### config.mk
export PLATFORM = sky130hd
export DESIGN_NAME = interleaved_adc_sequencer
export DESIGN_NICKNAME = d
export VERILOG_FILES = /design/src/interleave_pkg.sv /design/src/sample_fifo.sv /design/src/interleaved_adc_sequencer.sv
export SDC_FILE = /design/constraint.sdc
export NUM_CORES = 1
export LEC_CHECK = 0
export BUFFER_PORTS_ARGS = -buffer_cell sky130_fd_sc_hd__buf_2
export CAP_MARGIN = 5
export CORE_MARGIN = 1.5
export CORE_UTILIZATION = 50
export CTS_CLUSTER_SIZE = 24
export DETAILED_ROUTE_END_ITERATION = 10
export PLACE_DENSITY = 0.66
export SLEW_MARGIN = 10
export SYNTH_ARGS = -nofsm -noshare
export SYNTH_HDL_FRONTEND = slang
export SYNTH_HIERARCHICAL = 1
export SYNTH_SLANG_ARGS = --single-unit
### constraint.sdc
create_clock -name clk -period 5.6 [get_ports clk]
set_clock_uncertainty 0.05 [all_clocks]
set_input_delay 1.4 -clock clk [delete_from_list [all_inputs] [get_ports clk]]
set_output_delay 1.4 -clock clk [all_outputs]
set_load 0.01 [all_outputs]
### src/interleave_pkg.sv
package interleave_pkg;

   // ----------------------------------------------------------------
   // Widths and depths
   // ----------------------------------------------------------------
   localparam int RESULT_W   = 12;
   localparam int POS_W      = 4;
   localparam int FIFO_DEPTH = 8;

   // ----------------------------------------------------------------
   // Common timer: one period is one per-core sample period
   // ----------------------------------------------------------------
   localparam int          TIMER_PERIOD  = 2;
   localparam logic [0:0]  TIMER_COMPARE = 1'h0;
   localparam logic [0:0]  TIMER_TOP     = 1'h1;
   localparam logic [0:0]  TIMER_STEP    = 1'h1;

   // ----------------------------------------------------------------
   // Reset values and buffer position step
   // ----------------------------------------------------------------
   localparam logic [POS_W-1:0]    POS_RESET    = 4'h0;
   localparam logic [POS_W-1:0]    POS_STEP     = 4'h1;
   localparam logic [RESULT_W-1:0] RESULT_RESET = 12'h000;

   // ----------------------------------------------------------------
   // Carriers
   // ----------------------------------------------------------------
   typedef struct packed {
      logic                valid;
      logic [RESULT_W-1:0] data;
   } result_type;

   typedef struct packed {
      logic                unit;
      logic [POS_W-1:0]    pos;
      logic [RESULT_W-1:0] data;
   } sample_type;

   localparam int SAMPLE_W = $bits(sample_type);

endpackage

### src/sample_fifo.sv
`timescale 1ns/10ps
`default_nettype none

module sample_fifo #(
   parameter int WIDTH = 17,
   parameter int DEPTH = 8
) (
   input  wire logic             clk,
   input  wire logic             rst,
   input  wire logic             in_valid,
   output logic                  in_ready,
   input  wire logic [WIDTH-1:0] in_data,
   output logic                  out_valid,
   input  wire logic             out_ready,
   output logic [WIDTH-1:0]      out_data
);

   localparam int AW = $clog2(DEPTH);

   typedef struct packed {
      logic [AW:0] wr_ptr;
      logic [AW:0] rd_ptr;
   } fifo_state_type;

   fifo_state_type   st_reg;
   fifo_state_type   st_next;
   logic [WIDTH-1:0] mem [DEPTH];
   logic             full;
   logic             empty;
   logic             push;
   logic             pop;

   assign empty     = st_reg.wr_ptr == st_reg.rd_ptr;
   assign full      = (st_reg.wr_ptr[AW] != st_reg.rd_ptr[AW]) &&
                      (st_reg.wr_ptr[AW-1:0] == st_reg.rd_ptr[AW-1:0]);
   assign in_ready  = !full;
   assign out_valid = !empty;
   assign out_data  = mem[st_reg.rd_ptr[AW-1:0]];
   assign push      = in_valid && !full;
   assign pop       = out_ready && !empty;

   always_comb begin
      st_next = st_reg;
      if (push) begin
         st_next.wr_ptr = st_reg.wr_ptr + (AW+1)'(1);
      end
      if (pop) begin
         st_next.rd_ptr = st_reg.rd_ptr + (AW+1)'(1);
      end
   end

   always_ff @(posedge clk) begin
      if (rst) begin
         st_reg <= '0;
      end else begin
         st_reg <= st_next;
      end
      if (push) begin
         mem[st_reg.wr_ptr[AW-1:0]] <= in_data;
      end
   end

endmodule

`default_nettype wire

### src/interleaved_adc_sequencer.sv
`timescale 1ns/10ps
`default_nettype none

module interleaved_adc_sequencer (
   input  wire logic                           clk,
   input  wire logic                           rst,
   input  wire logic                           run,
   output logic                                odd_sample_clk,
   output logic                                even_sample_clk,
   output logic                                first_start,
   output logic                                second_start,
   input  wire interleave_pkg::result_type     first_result,
   output logic                                first_ready,
   input  wire interleave_pkg::result_type     second_result,
   output logic                                second_ready,
   output logic                                stream_valid,
   input  wire logic                           stream_ready,
   output interleave_pkg::sample_type          stream_sample,
   output logic                                overrun
);

   import interleave_pkg::*;

   typedef struct packed {
      logic                run;
      logic [0:0]          timer;
      logic                odd_clk;
      logic                even_clk;
      logic                first_trig;
      logic                second_trig;
      logic                ch0_pend;
      logic [RESULT_W-1:0] ch0_data;
      logic                ch1_pend;
      logic [RESULT_W-1:0] ch1_data;
      logic                want_second;
      logic [POS_W-1:0]    pos;
      logic                out_valid;
      sample_type          out_word;
      logic                overrun;
   } seq_state_type;

   seq_state_type st_reg;
   seq_state_type st_next;
   sample_type    push_word;
   sample_type    fifo_word;
   logic          push;
   logic          push_valid;
   logic          fifo_ready;
   logic          fifo_valid;
   logic          fifo_take;
   logic          compare_hit;
   logic          overflow_hit;

   // ----------------------------------------------------------------
   // Shared buffer path
   // ----------------------------------------------------------------
   assign push_valid = st_reg.want_second ? st_reg.ch1_pend
                                          : st_reg.ch0_pend;
   assign push       = push_valid && fifo_ready;
   assign fifo_take  = fifo_valid && (!st_reg.out_valid || stream_ready);

   always_comb begin
      push_word.unit = st_reg.want_second;
      push_word.pos  = st_reg.pos;
      push_word.data = st_reg.want_second ? st_reg.ch1_data
                                          : st_reg.ch0_data;
   end

   sample_fifo #(
      .WIDTH (SAMPLE_W),
      .DEPTH (FIFO_DEPTH)
   ) u_fifo (
      .clk       (clk),
      .rst       (rst),
      .in_valid  (push_valid),
      .in_ready  (fifo_ready),
      .in_data   (push_word),
      .out_valid (fifo_valid),
      .out_ready (fifo_take),
      .out_data  (fifo_word)
   );

   // ----------------------------------------------------------------
   // Timer, clocks and merge
   // ----------------------------------------------------------------
   assign compare_hit  = st_reg.run && (st_reg.timer == TIMER_COMPARE);
   assign overflow_hit = st_reg.run && (st_reg.timer == TIMER_TOP);

   always_comb begin
      st_next     = st_reg;
      st_next.run = run;
      // Idle timer parks on compare so the odd core always leads
      if (!st_reg.run) begin
         st_next.timer = TIMER_COMPARE;
      end else if (st_reg.timer == TIMER_TOP) begin
         st_next.timer = TIMER_COMPARE;
      end else begin
         st_next.timer = st_reg.timer + TIMER_STEP;
      end
      st_next.odd_clk     = compare_hit;
      st_next.even_clk    = st_reg.run && !compare_hit;
      st_next.first_trig  = compare_hit;
      st_next.second_trig = overflow_hit;

      // Dedicated channel per unit
      if (push && !st_reg.want_second) begin
         st_next.ch0_pend = 1'b0;
      end
      if (push && st_reg.want_second) begin
         st_next.ch1_pend = 1'b0;
      end
      if (first_result.valid && !st_reg.ch0_pend) begin
         st_next.ch0_pend = 1'b1;
         st_next.ch0_data = first_result.data;
      end
      if (second_result.valid && !st_reg.ch1_pend) begin
         st_next.ch1_pend = 1'b1;
         st_next.ch1_data = second_result.data;
      end
      if ((first_result.valid && st_reg.ch0_pend) ||
          (second_result.valid && st_reg.ch1_pend)) begin
         st_next.overrun = 1'b1;
      end

      // Alternate units into consecutive buffer positions
      if (push) begin
         st_next.want_second = !st_reg.want_second;
         st_next.pos         = st_reg.pos + POS_STEP;
      end

      // Output register
      if (fifo_take) begin
         st_next.out_valid = 1'b1;
         st_next.out_word  = fifo_word;
      end else if (stream_ready) begin
         st_next.out_valid = 1'b0;
      end
   end

   always_ff @(posedge clk) begin
      if (rst) begin
         st_reg               <= '0;
         st_reg.timer         <= TIMER_COMPARE;
         st_reg.pos           <= POS_RESET;
         st_reg.ch0_data      <= RESULT_RESET;
         st_reg.ch1_data      <= RESULT_RESET;
      end else begin
         st_reg <= st_next;
      end
   end

   assign odd_sample_clk  = st_reg.odd_clk;
   assign even_sample_clk = st_reg.even_clk;
   assign first_start     = st_reg.first_trig;
   assign second_start    = st_reg.second_trig;
   assign first_ready     = !st_reg.ch0_pend;
   assign second_ready    = !st_reg.ch1_pend;
   assign stream_valid    = st_reg.out_valid;
   assign stream_sample   = st_reg.out_word;
   assign overrun         = st_reg.overrun;

   // ----------------------------------------------------------------
   // Assertions
   // ----------------------------------------------------------------
   AST_DIVIDE: assert property (
      @(posedge clk) disable iff (rst)
      st_reg.odd_clk && st_reg.run && $past(st_reg.run) |=> !st_reg.odd_clk)
      else $error("Divided clock high for more than one cycle");

   AST_LOW_TIME: assert property (
      @(posedge clk) disable iff (rst)
      !st_reg.odd_clk && st_reg.run && $past(st_reg.run) |=> st_reg.odd_clk)
      else $error("Divided clock low for more than one cycle");

   AST_ANTIPHASE: assert property (
      @(posedge clk) disable iff (rst)
      st_reg.odd_clk |-> !st_reg.even_clk)
      else $error("Divided clocks not in antiphase");

   AST_INVERSE: assert property (
      @(posedge clk) disable iff (rst)
      st_reg.run && $past(st_reg.run) |-> st_reg.even_clk != st_reg.odd_clk)
      else $error("Second divided clock not the inverse of first");

   AST_RISE_START: assert property (
      @(posedge clk) disable iff (rst)
      $rose(st_reg.odd_clk) |-> st_reg.first_trig)
      else $error("First unit not started on its rising edge");

   AST_HALF_PERIOD: assert property (
      @(posedge clk) disable iff (rst)
      st_reg.first_trig && st_reg.run |=> st_reg.second_trig)
      else $error("Second start not half a period after first");

   AST_ALTERNATE: assert property (
      @(posedge clk) disable iff (rst)
      push |=> st_reg.want_second != $past(st_reg.want_second))
      else $error("Units did not alternate");

   AST_EVEN_POS: assert property (
      @(posedge clk) disable iff (rst)
      push && !st_reg.want_second |-> push_word.pos[0] == 1'b0)
      else $error("First unit result at odd position");

   AST_POS_STEP: assert property (
      @(posedge clk) disable iff (rst)
      push |=> st_reg.pos == $past(st_reg.pos) + POS_STEP)
      else $error("Buffer position did not advance by one");

   AST_CHANNEL_HOLD: assert property (
      @(posedge clk) disable iff (rst)
      st_reg.ch0_pend && !(push && !st_reg.want_second)
      |=> st_reg.ch0_pend && $stable(st_reg.ch0_data))
      else $error("First channel request lost");

   AST_STREAM_HOLD: assert property (
      @(posedge clk) disable iff (rst)
      st_reg.out_valid && !stream_ready
      |=> st_reg.out_valid && $stable(st_reg.out_word))
      else $error("Stream sample dropped under back-pressure");

endmodule

`default_nettype wire

==> results of run 1 <==
cell families (layout without fill, tap and decap cells):
kind of cell,count (synthesis),in the layout
flip-flops,201,201
AND/OR/NAND/NOR,125,125
AO/OA/AOI/OAI,78,78
multiplexers,75,75
buffers and inverters,60,108
XOR/XNOR,8,8
adder cells (fa/ha/maj),3,3
metal layers:
layer  vias to the layer above  wire, um  track usage
met4                         0       245       0.0556
met1                      2204      7290        0.276
met2                       115      7620        0.329
met3                        19       744       0.0295
li1                       2130         -            -
met5                         -         0            0
cell usage after synthesis, drive strengths merged:
master	number
a211o	1
a21oi	48
a221oi	1
a311o	1
a41oi	2
and2b	1
and3	1
and3b	1
and4	1
buf	40
clkbuf	14
dfxtp	65
edfxtp	136
ha	3
inv	6
mux2	36
mux2i	5
mux4	34
nand2	53
nand2b	8
nand3	18
nand3b	2
nand4	4
nor2	8
nor2b	9
nor3	5
nor3b	4
nor4	3
nor4b	3
o21ai	22
o311ai	1
o41a	2
or2	1
or3	3
xnor2	4
xor2	4
layout make-up:
cell class,instances,area share
flip-flops and latches,201,0.589
multi-input cells,289,0.267
clock buffers,29,0.0691
repair buffers,64,0.0377
well taps,216,0.0295
clock inverters,9,0.00561
inverters,6,0.00246
how the worst min path moves through the flow:
| stage | start | end | slack (ps) | depth (start not counted) |
|---|---|---|---|---|
| final | st_reg[54] | first_start | 390 | 1 |
| after global routing | st_reg[54] | first_start | 410 | 1 |
| after CTS | st_reg[54] | st_reg[54] | 400 | 1 |
| after detailed placement | st_reg[54] | st_reg[54] | 390 | 1 |
| after global placement | st_reg[54] | st_reg[54] | 380 | 1 |
| after floorplan | st_reg[54] | first_start | 360 | 1 |
metrics by stage:
stage          setup slack (ps)  instances  area (um2)  hold WS, ps  power, W
3_5_place_dp               2520        776        8470          392   0.00223
6_report                   2480        814        9150          395   0.00352
2_1_floorplan              2330        550        8110          365   0.00213
3_3_place_gp               2710        776        8470          376   0.00221
4_1_cts                    2500        814        9150          397   0.00356
5_1_grt                    2140        814        9150          409   0.00367
power groups by stage:
stage	Clock [W]	Sequential [W]	Combinational (W)
floorplan	0	0.00174	0.000386
global placement	0	0.00176	0.000446
detailed placement	0	0.00177	0.000459
CTS	0.00136	0.00174	0.000463
global route	0.00142	0.00174	0.000504
finish	0.00133	0.00173	0.000455
==> results.cfg, run 1 <==
[floorplanning]
die_area_um2 = 17000
start_util = 0.510
io_pins = 55
core-area_um2 = 15900
row_count = 46
die_h_um = 130
die_x_um = 130

[job]
cap_violations = 0

[finish]
utilization = 0.576
seq_area_um2 = 5390
final_cell_mix = 136 x edfxtp_1, 64 x dfxtp_1, 54 x buf_2
nFillCells = 1278
drive_gt1_frac = 0.296
fin_nets = 616
multi_input_area_um2 = 2440
largest_reg_flops = 136
syn_to_final_growth_pct = 12.9
diodes = 0
final_common_cell = edfxtp_1

[logic_synthesis]
synth_top_family_by_area = multiplexers
synth_top_area_cell = edfxtp_1
synth_area_um2 = 8110
yosys_warnings = 6
synth_top_cell_area_share = 0.504
synth_fa_ha_area_frac = 0.00463
synth-compound-area-share = 0.0526
synth.yosys.seq_area_share = 0.664
ys_top_cells_by_area = edfxtp_1 50%, dfxtp_1 16%, mux4_2 9.4%
avgSynthCellArea_um2 = 14.7
synthXorXnorAreaFrac = 0.00864
ys_ff_latch = 201
yosysUniqueCellTypes = 42
synthCells = 550
synth_nets = 583
synth_simple_gate_area_frac = 0.0775
synth.area.mux_share = 0.151

[setup_path]
worst_setup_path_start_kind = flip-flop
cp_slowest_stage_delay_ps = 680
worstPathArrival_ps = 3430
crit_chain = xnor2_1 > nand4_1 > inv_1 > nor2_1 > o41a_1 > mux2_1
critical_path_class = flip-flop to flip-flop
critPathRequiredTime_ps = 5910
path_max_fanout = 19
r2r_slack_ps = 2480
critPathTopFamily = simple AND/OR/NAND/NOR gates
reg2reg_from = u_fifo/st_reg[6]
r2r.worst_path.cells = 6
startpoint = u_fifo/st_reg[6]
crit_path_end_kind = flip-flop
path_buf_inv = 1
critPathSlowestCell = dfxtp_1
path_depth = 6

[timing]
max_slew_margin = 0.281
min_period_ps = 3120
drv_slew = 0
hold_viol_final = 0
tightest_slew_ps = 1070
fmax_mhz = 321
rsz0062_at_grt = no
finalSetupViolCount = 0
fin_tns_setup_ps = 0
fin_crit_sh = 0.557

[route]
drtIter0Drc = 334
dr.pass1.iters = 5
postRouteWirelength_um = 15900
num_vias = 4468
drc = 0
wl_per_cell_um = 19.5
ant_nets = 0
viasPerCell = 5.49

[clocking]
cts_tree = built
cts_max_path_buffers = 3
cts-root-buf = clkbuf_16
clock_latency_ps = 490
cts-hold-fix-buffers = 0
cts_max_level = 1
clk_pin_slew_ps = 60
postCtsResizedCells = 0
cts_buffers = 21
cts_setup_buffers = 0
cts_sinks = 201

[worst_hold_path]
min_path_type = flip-flop to flip-flop

[power]
power.leakage_nw = 3.19
seq_power_share = 0.492
ir_drop_mv = 0.208
p_sw_frac = 0.242
pwr-share-clk = 0.378
combPwrFrac = 0.129
power_density_nw_per_um2 = 385
p_int_w = 0.00267
p_sw_w = 0.000853

[global_route]
grt_pass1_vias = 4607
grt_usage = 0.199
antenna_found_initial = 0
grt_pass1_wl_um = 25200
overflow = 0
grt_max_degree = 74

[placement]
io_buffers = 54
gp_congestion = 0.806
dp_hpwl_um = 9790

[outcome]
outcome = completed
No activity file was read; power rests on OpenSTA's default activity.
==> inputs of run 2 (changes only) <==
- clock period: 5.6 -> 2.9 ns (I/O delays scaled with it)
==> results.cfg, run 2 (synthesis results as in run 1) <==
[outcome]
outcome = completed

[timing]
tightest_slew_ps = 1030
drv_slew = 0
finalSetupViolCount = 0
max_slew_margin = 0.308
fin_crit_sh = 0.869
hold_viol_final = 0
rsz0062_at_grt = no
fmax_mhz = 397
fin_tns_setup_ps = 0
fin_hold_ws_ps = 401
min_period_ps = 2520

[finish]
drive_gt1_frac = 0.302
syn_to_final_growth_pct = 13.4
final_common_cell = edfxtp_1
diodes = 0
final_cell_mix = 136 x edfxtp_1, 64 x dfxtp_1, 54 x buf_2
largest_reg_flops = 136
fin_nets = 621

[floorplanning]
die_area_um2 = 17000
io_pins = 55
die_x_um = 130
die_h_um = 130
row_count = 46
start_util = 0.510
core-area_um2 = 15900

[clocking]
clk_pin_slew_ps = 60
cts_max_level = 1
cts-hold-fix-buffers = 0
cts-root-buf = clkbuf_16
cts_sinks = 201
postCtsResizedCells = 0
cts_setup_buffers = 0
cts_max_path_buffers = 3
cts_buffers = 21
cts_tree = built
clock_latency_ps = 500

[route]
ant_nets = 0
drc = 0
num_vias = 4497
wl_met1_um = 6930
drtIter0Drc = 262
postRouteWirelength_um = 15600
top_layer = met4
viasPerCell = 5.49
wl_per_cell_um = 19.1
met3WireLength_um = 818
dr.pass1.iters = 4
wl_met2_um = 7630

[placement]
dp_hpwl_um = 9520
gp_congestion = 0.774
io_buffers = 54

[global_route]
grt_max_degree = 40
grt_pass1_vias = 4648
antenna_found_initial = 0
grt_pass1_wl_um = 25000
grt_usage = 0.195
overflow = 0

[setup_path]
cp_slowest_stage_delay_ps = 840
worst_setup_path_start_kind = flip-flop
path_depth = 4
critical_path_class = flip-flop to flip-flop
path_buf_inv = 1
path_max_fanout = 17
worstPathArrival_ps = 2580
crit_path_end_kind = flip-flop
r2r.worst_path.cells = 4
critPathTopFamily = simple AND/OR/NAND/NOR gates
critPathRequiredTime_ps = 2960
crit_chain = xor2_1 > nor4_2 > buf_4 > nor3_4
critPathSlowestCell = nor3_4

[job]
cap_violations = 0

[power]
ir_drop_mv = 0.471
power.leakage_nw = 3.21
power_density_nw_per_um2 = 745

[worst_hold_path]
min_path_type = flip-flop to flip-flop
whs_path_depth = 2
run 2: changes by cell type in the layout (fill, tap and decap cells not counted), sizes merged:
cell,before,now
clkbuf,29,31
buf,64,69
clkinv,8,6
run 2: area by class of cell:
type,count,area [um2]
multi-input combinational,289,2430
clock inverter,7,48.8
tap,216,270
clock buffer,31,637
inverter,6,22.5
sequential,201,5390
fill,1263,6690
timing repair buffer,69,395
run 2: per-layer routing:
| layer | track usage | vias to the layer above |
|---|---|---|
| li1 | - | 2129 |
| met1 | 0.264 | 2225 |
| met2 | 0.333 | 120 |
| met3 | 0.0279 | 23 |
| met4 | 0.0504 | 0 |
| met5 | 0 | - |
run 2: worst paths after layout:
path | start | endpoint | slack (ps)
worst max-delay path | u_fifo/st_reg[6] | u_fifo/mem[2][5] | 380
worst min-delay path | st_reg[25] | st_reg[25] | 400
worst min register to register | st_reg[25] | st_reg[25] | 400
worst max register to register | u_fifo/st_reg[6] | u_fifo/mem[2][5] | 380
run 2: power breakdown:
part           total (W)  switching (W)  internal (W)  leakage, nW
Sequential       0.00333      0.0000884       0.00324         1.79
Clock            0.00260        0.00107       0.00153        0.342
Combinational   0.000929       0.000523      0.000405         1.08
Total            0.00685        0.00168       0.00517         3.21
run 2: metrics by stage:
step	total power, W	worst slack (ps)	utilization	cells	instance area (um2)
final	0.00685	381	0.579	819	9200
after global routing	0.00713	238	0.579	819	9200
after CTS	0.00692	369	0.579	819	9200
after detailed placement	0.00432	383	0.536	781	8510
after global placement	0.00429	489	0.536	781	8510
after floorplan	0.00410	-371	-	550	8110
run 2: tightest hold or removal path, cell delays in order (launching register included):
cell and delay (ps):
dfxtp_1 310, nand2_1 50, a21oi_1 50
==> inputs of run 3 (changes only) <==
- PLACE_DENSITY: 0.66 -> 0.76
==> results.cfg, run 3 (synthesis results as in run 1) <==
[outcome]
outcome = completed

[finish]
syn_to_final_growth_pct = 12.7
fin_nets = 622
final_cell_mix = 136 x edfxtp_1, 64 x dfxtp_1, 54 x buf_2
largest_reg_flops = 136
final_cells = 818
final_common_cell = edfxtp_1
drive_gt1_frac = 0.294
diodes = 0

[floorplanning]
io_pins = 55
start_util = 0.510
core-area_um2 = 15900
die_area_um2 = 17000
die_h_um = 130
die_x_um = 130
row_count = 46

[clocking]
cts_max_level = 1
cts-hold-fix-buffers = 0
cts_tree = built
postCtsResizedCells = 0
cts-root-buf = clkbuf_16
clock_latency_ps = 490
cts_buffers = 21
cts_sinks = 201
cts_max_path_buffers = 3
clk_pin_slew_ps = 60
cts_setup_buffers = 0

[power]
seq_power_share = 0.499
p_sw_w = 0.00163
p_sw_frac = 0.243
p_int_w = 0.00508
power.leakage_nw = 3.19
power.total_w = 0.00671
combPwrFrac = 0.135
pwr-share-clk = 0.365
ir_drop_mv = 0.433
power_density_nw_per_um2 = 735

[route]
dr.pass1.iters = 4
wl_per_cell_um = 19.0
drtIter0Drc = 373
viasPerCell = 5.60
num_vias = 4577
postRouteWirelength_um = 15500
drc = 0
ant_nets = 0

[timing]
finalSetupViolCount = 0
tightest_slew_ps = 897
drv_slew = 0
max_slew_margin = 0.401
setup_slack_ps = 638
rsz0062_at_grt = no
fin_hold_ws_ps = 392
fmax_mhz = 442
min_period_ps = 2260
fin_crit_sh = 0.780
hold_viol_final = 0

[setup_path]
critPathRequiredTime_ps = 3010
path_max_fanout = 17
critical_path_class = flip-flop to flip-flop
worst_setup_path_start_kind = flip-flop
worstPathArrival_ps = 2370
crit_path_end_kind = flip-flop

[placement]
gp_congestion = 0.790
post-place-ws_ps = 551
io_buffers = 54
dp_hpwl_um = 9570
dp_cells = 782

[global_route]
grt_max_degree = 47
antenna_found_initial = 0
grt_usage = 0.194
grt_pass1_wl_um = 25000
grt_pass1_vias = 4606
overflow = 0

[job]
cap_violations = 0

[worst_hold_path]
min_path_type = flip-flop to flip-flop
==> run 3: cell count changes in the layout (fill, tap and decap cells not counted), moves of 2 or more <==
cell      delta
clkbuf_1     +2
clkbuf_8     -6
clkinv_1     +2
clkinv_2     +4
clkinv_4     -3
==> run 3: power by group through the flow <==
stage	sequential, W	clock, W	combinational [W]
2_1_floorplan	0.00336	0	0.000745
3_3_place_gp	0.00340	0	0.000882
3_5_place_dp	0.00341	0	0.000912
4_1_cts	0.00335	0.00251	0.000919
5_1_grt	0.00337	0.00263	0.00101
6_report	0.00335	0.00245	0.000909
==> run 3: critical path, stage by stage, from the launching register on <==
cell     delay [ps]
dfxtp_1         630
xor2_1          330
nor4_2           90
buf_4           190
nor4b_2         290
buf_4           340
==> run 3: final timing paths <==
| path | from | endpoint | slack, ps | cells past startpoint |
|---|---|---|---|---|
| min | st_reg[54] | st_reg[54] | 390 | 1 |
| max reg2reg | u_fifo/st_reg[6] | u_fifo/mem[3][7] | 640 | 5 |
| max | u_fifo/st_reg[6] | u_fifo/mem[3][7] | 640 | 5 |
| min reg2reg | st_reg[54] | st_reg[54] | 390 | 1 |
==> run 3: per-stage QoR <==
step	instance area, um2	util	TNS (ps)
2_1_floorplan	8110	-	-24670
3_3_place_gp	8510	0.536	0
3_5_place_dp	8510	0.536	0
4_1_cts	9140	0.575	0
5_1_grt	9140	0.575	0
6_report	9140	0.575	0
==> run 3: area by class of cell <==
class / instances / area (um2)
fillers: 1199 / 6750
flip-flops and latches: 201 / 5390
multi-input cells: 289 / 2430
clock buffers: 26 / 554
repair buffers: 70 / 403
well taps: 216 / 270
clock inverters: 10 / 71.3
inverters: 6 / 22.5
==> run 3: metal layers <==
layer / GRT usage / wire, um
met1: 0.265 / 6920
met2: 0.324 / 7500
met3: 0.0320 / 746
met4: 0.0575 / 368
met5: 0 / 0
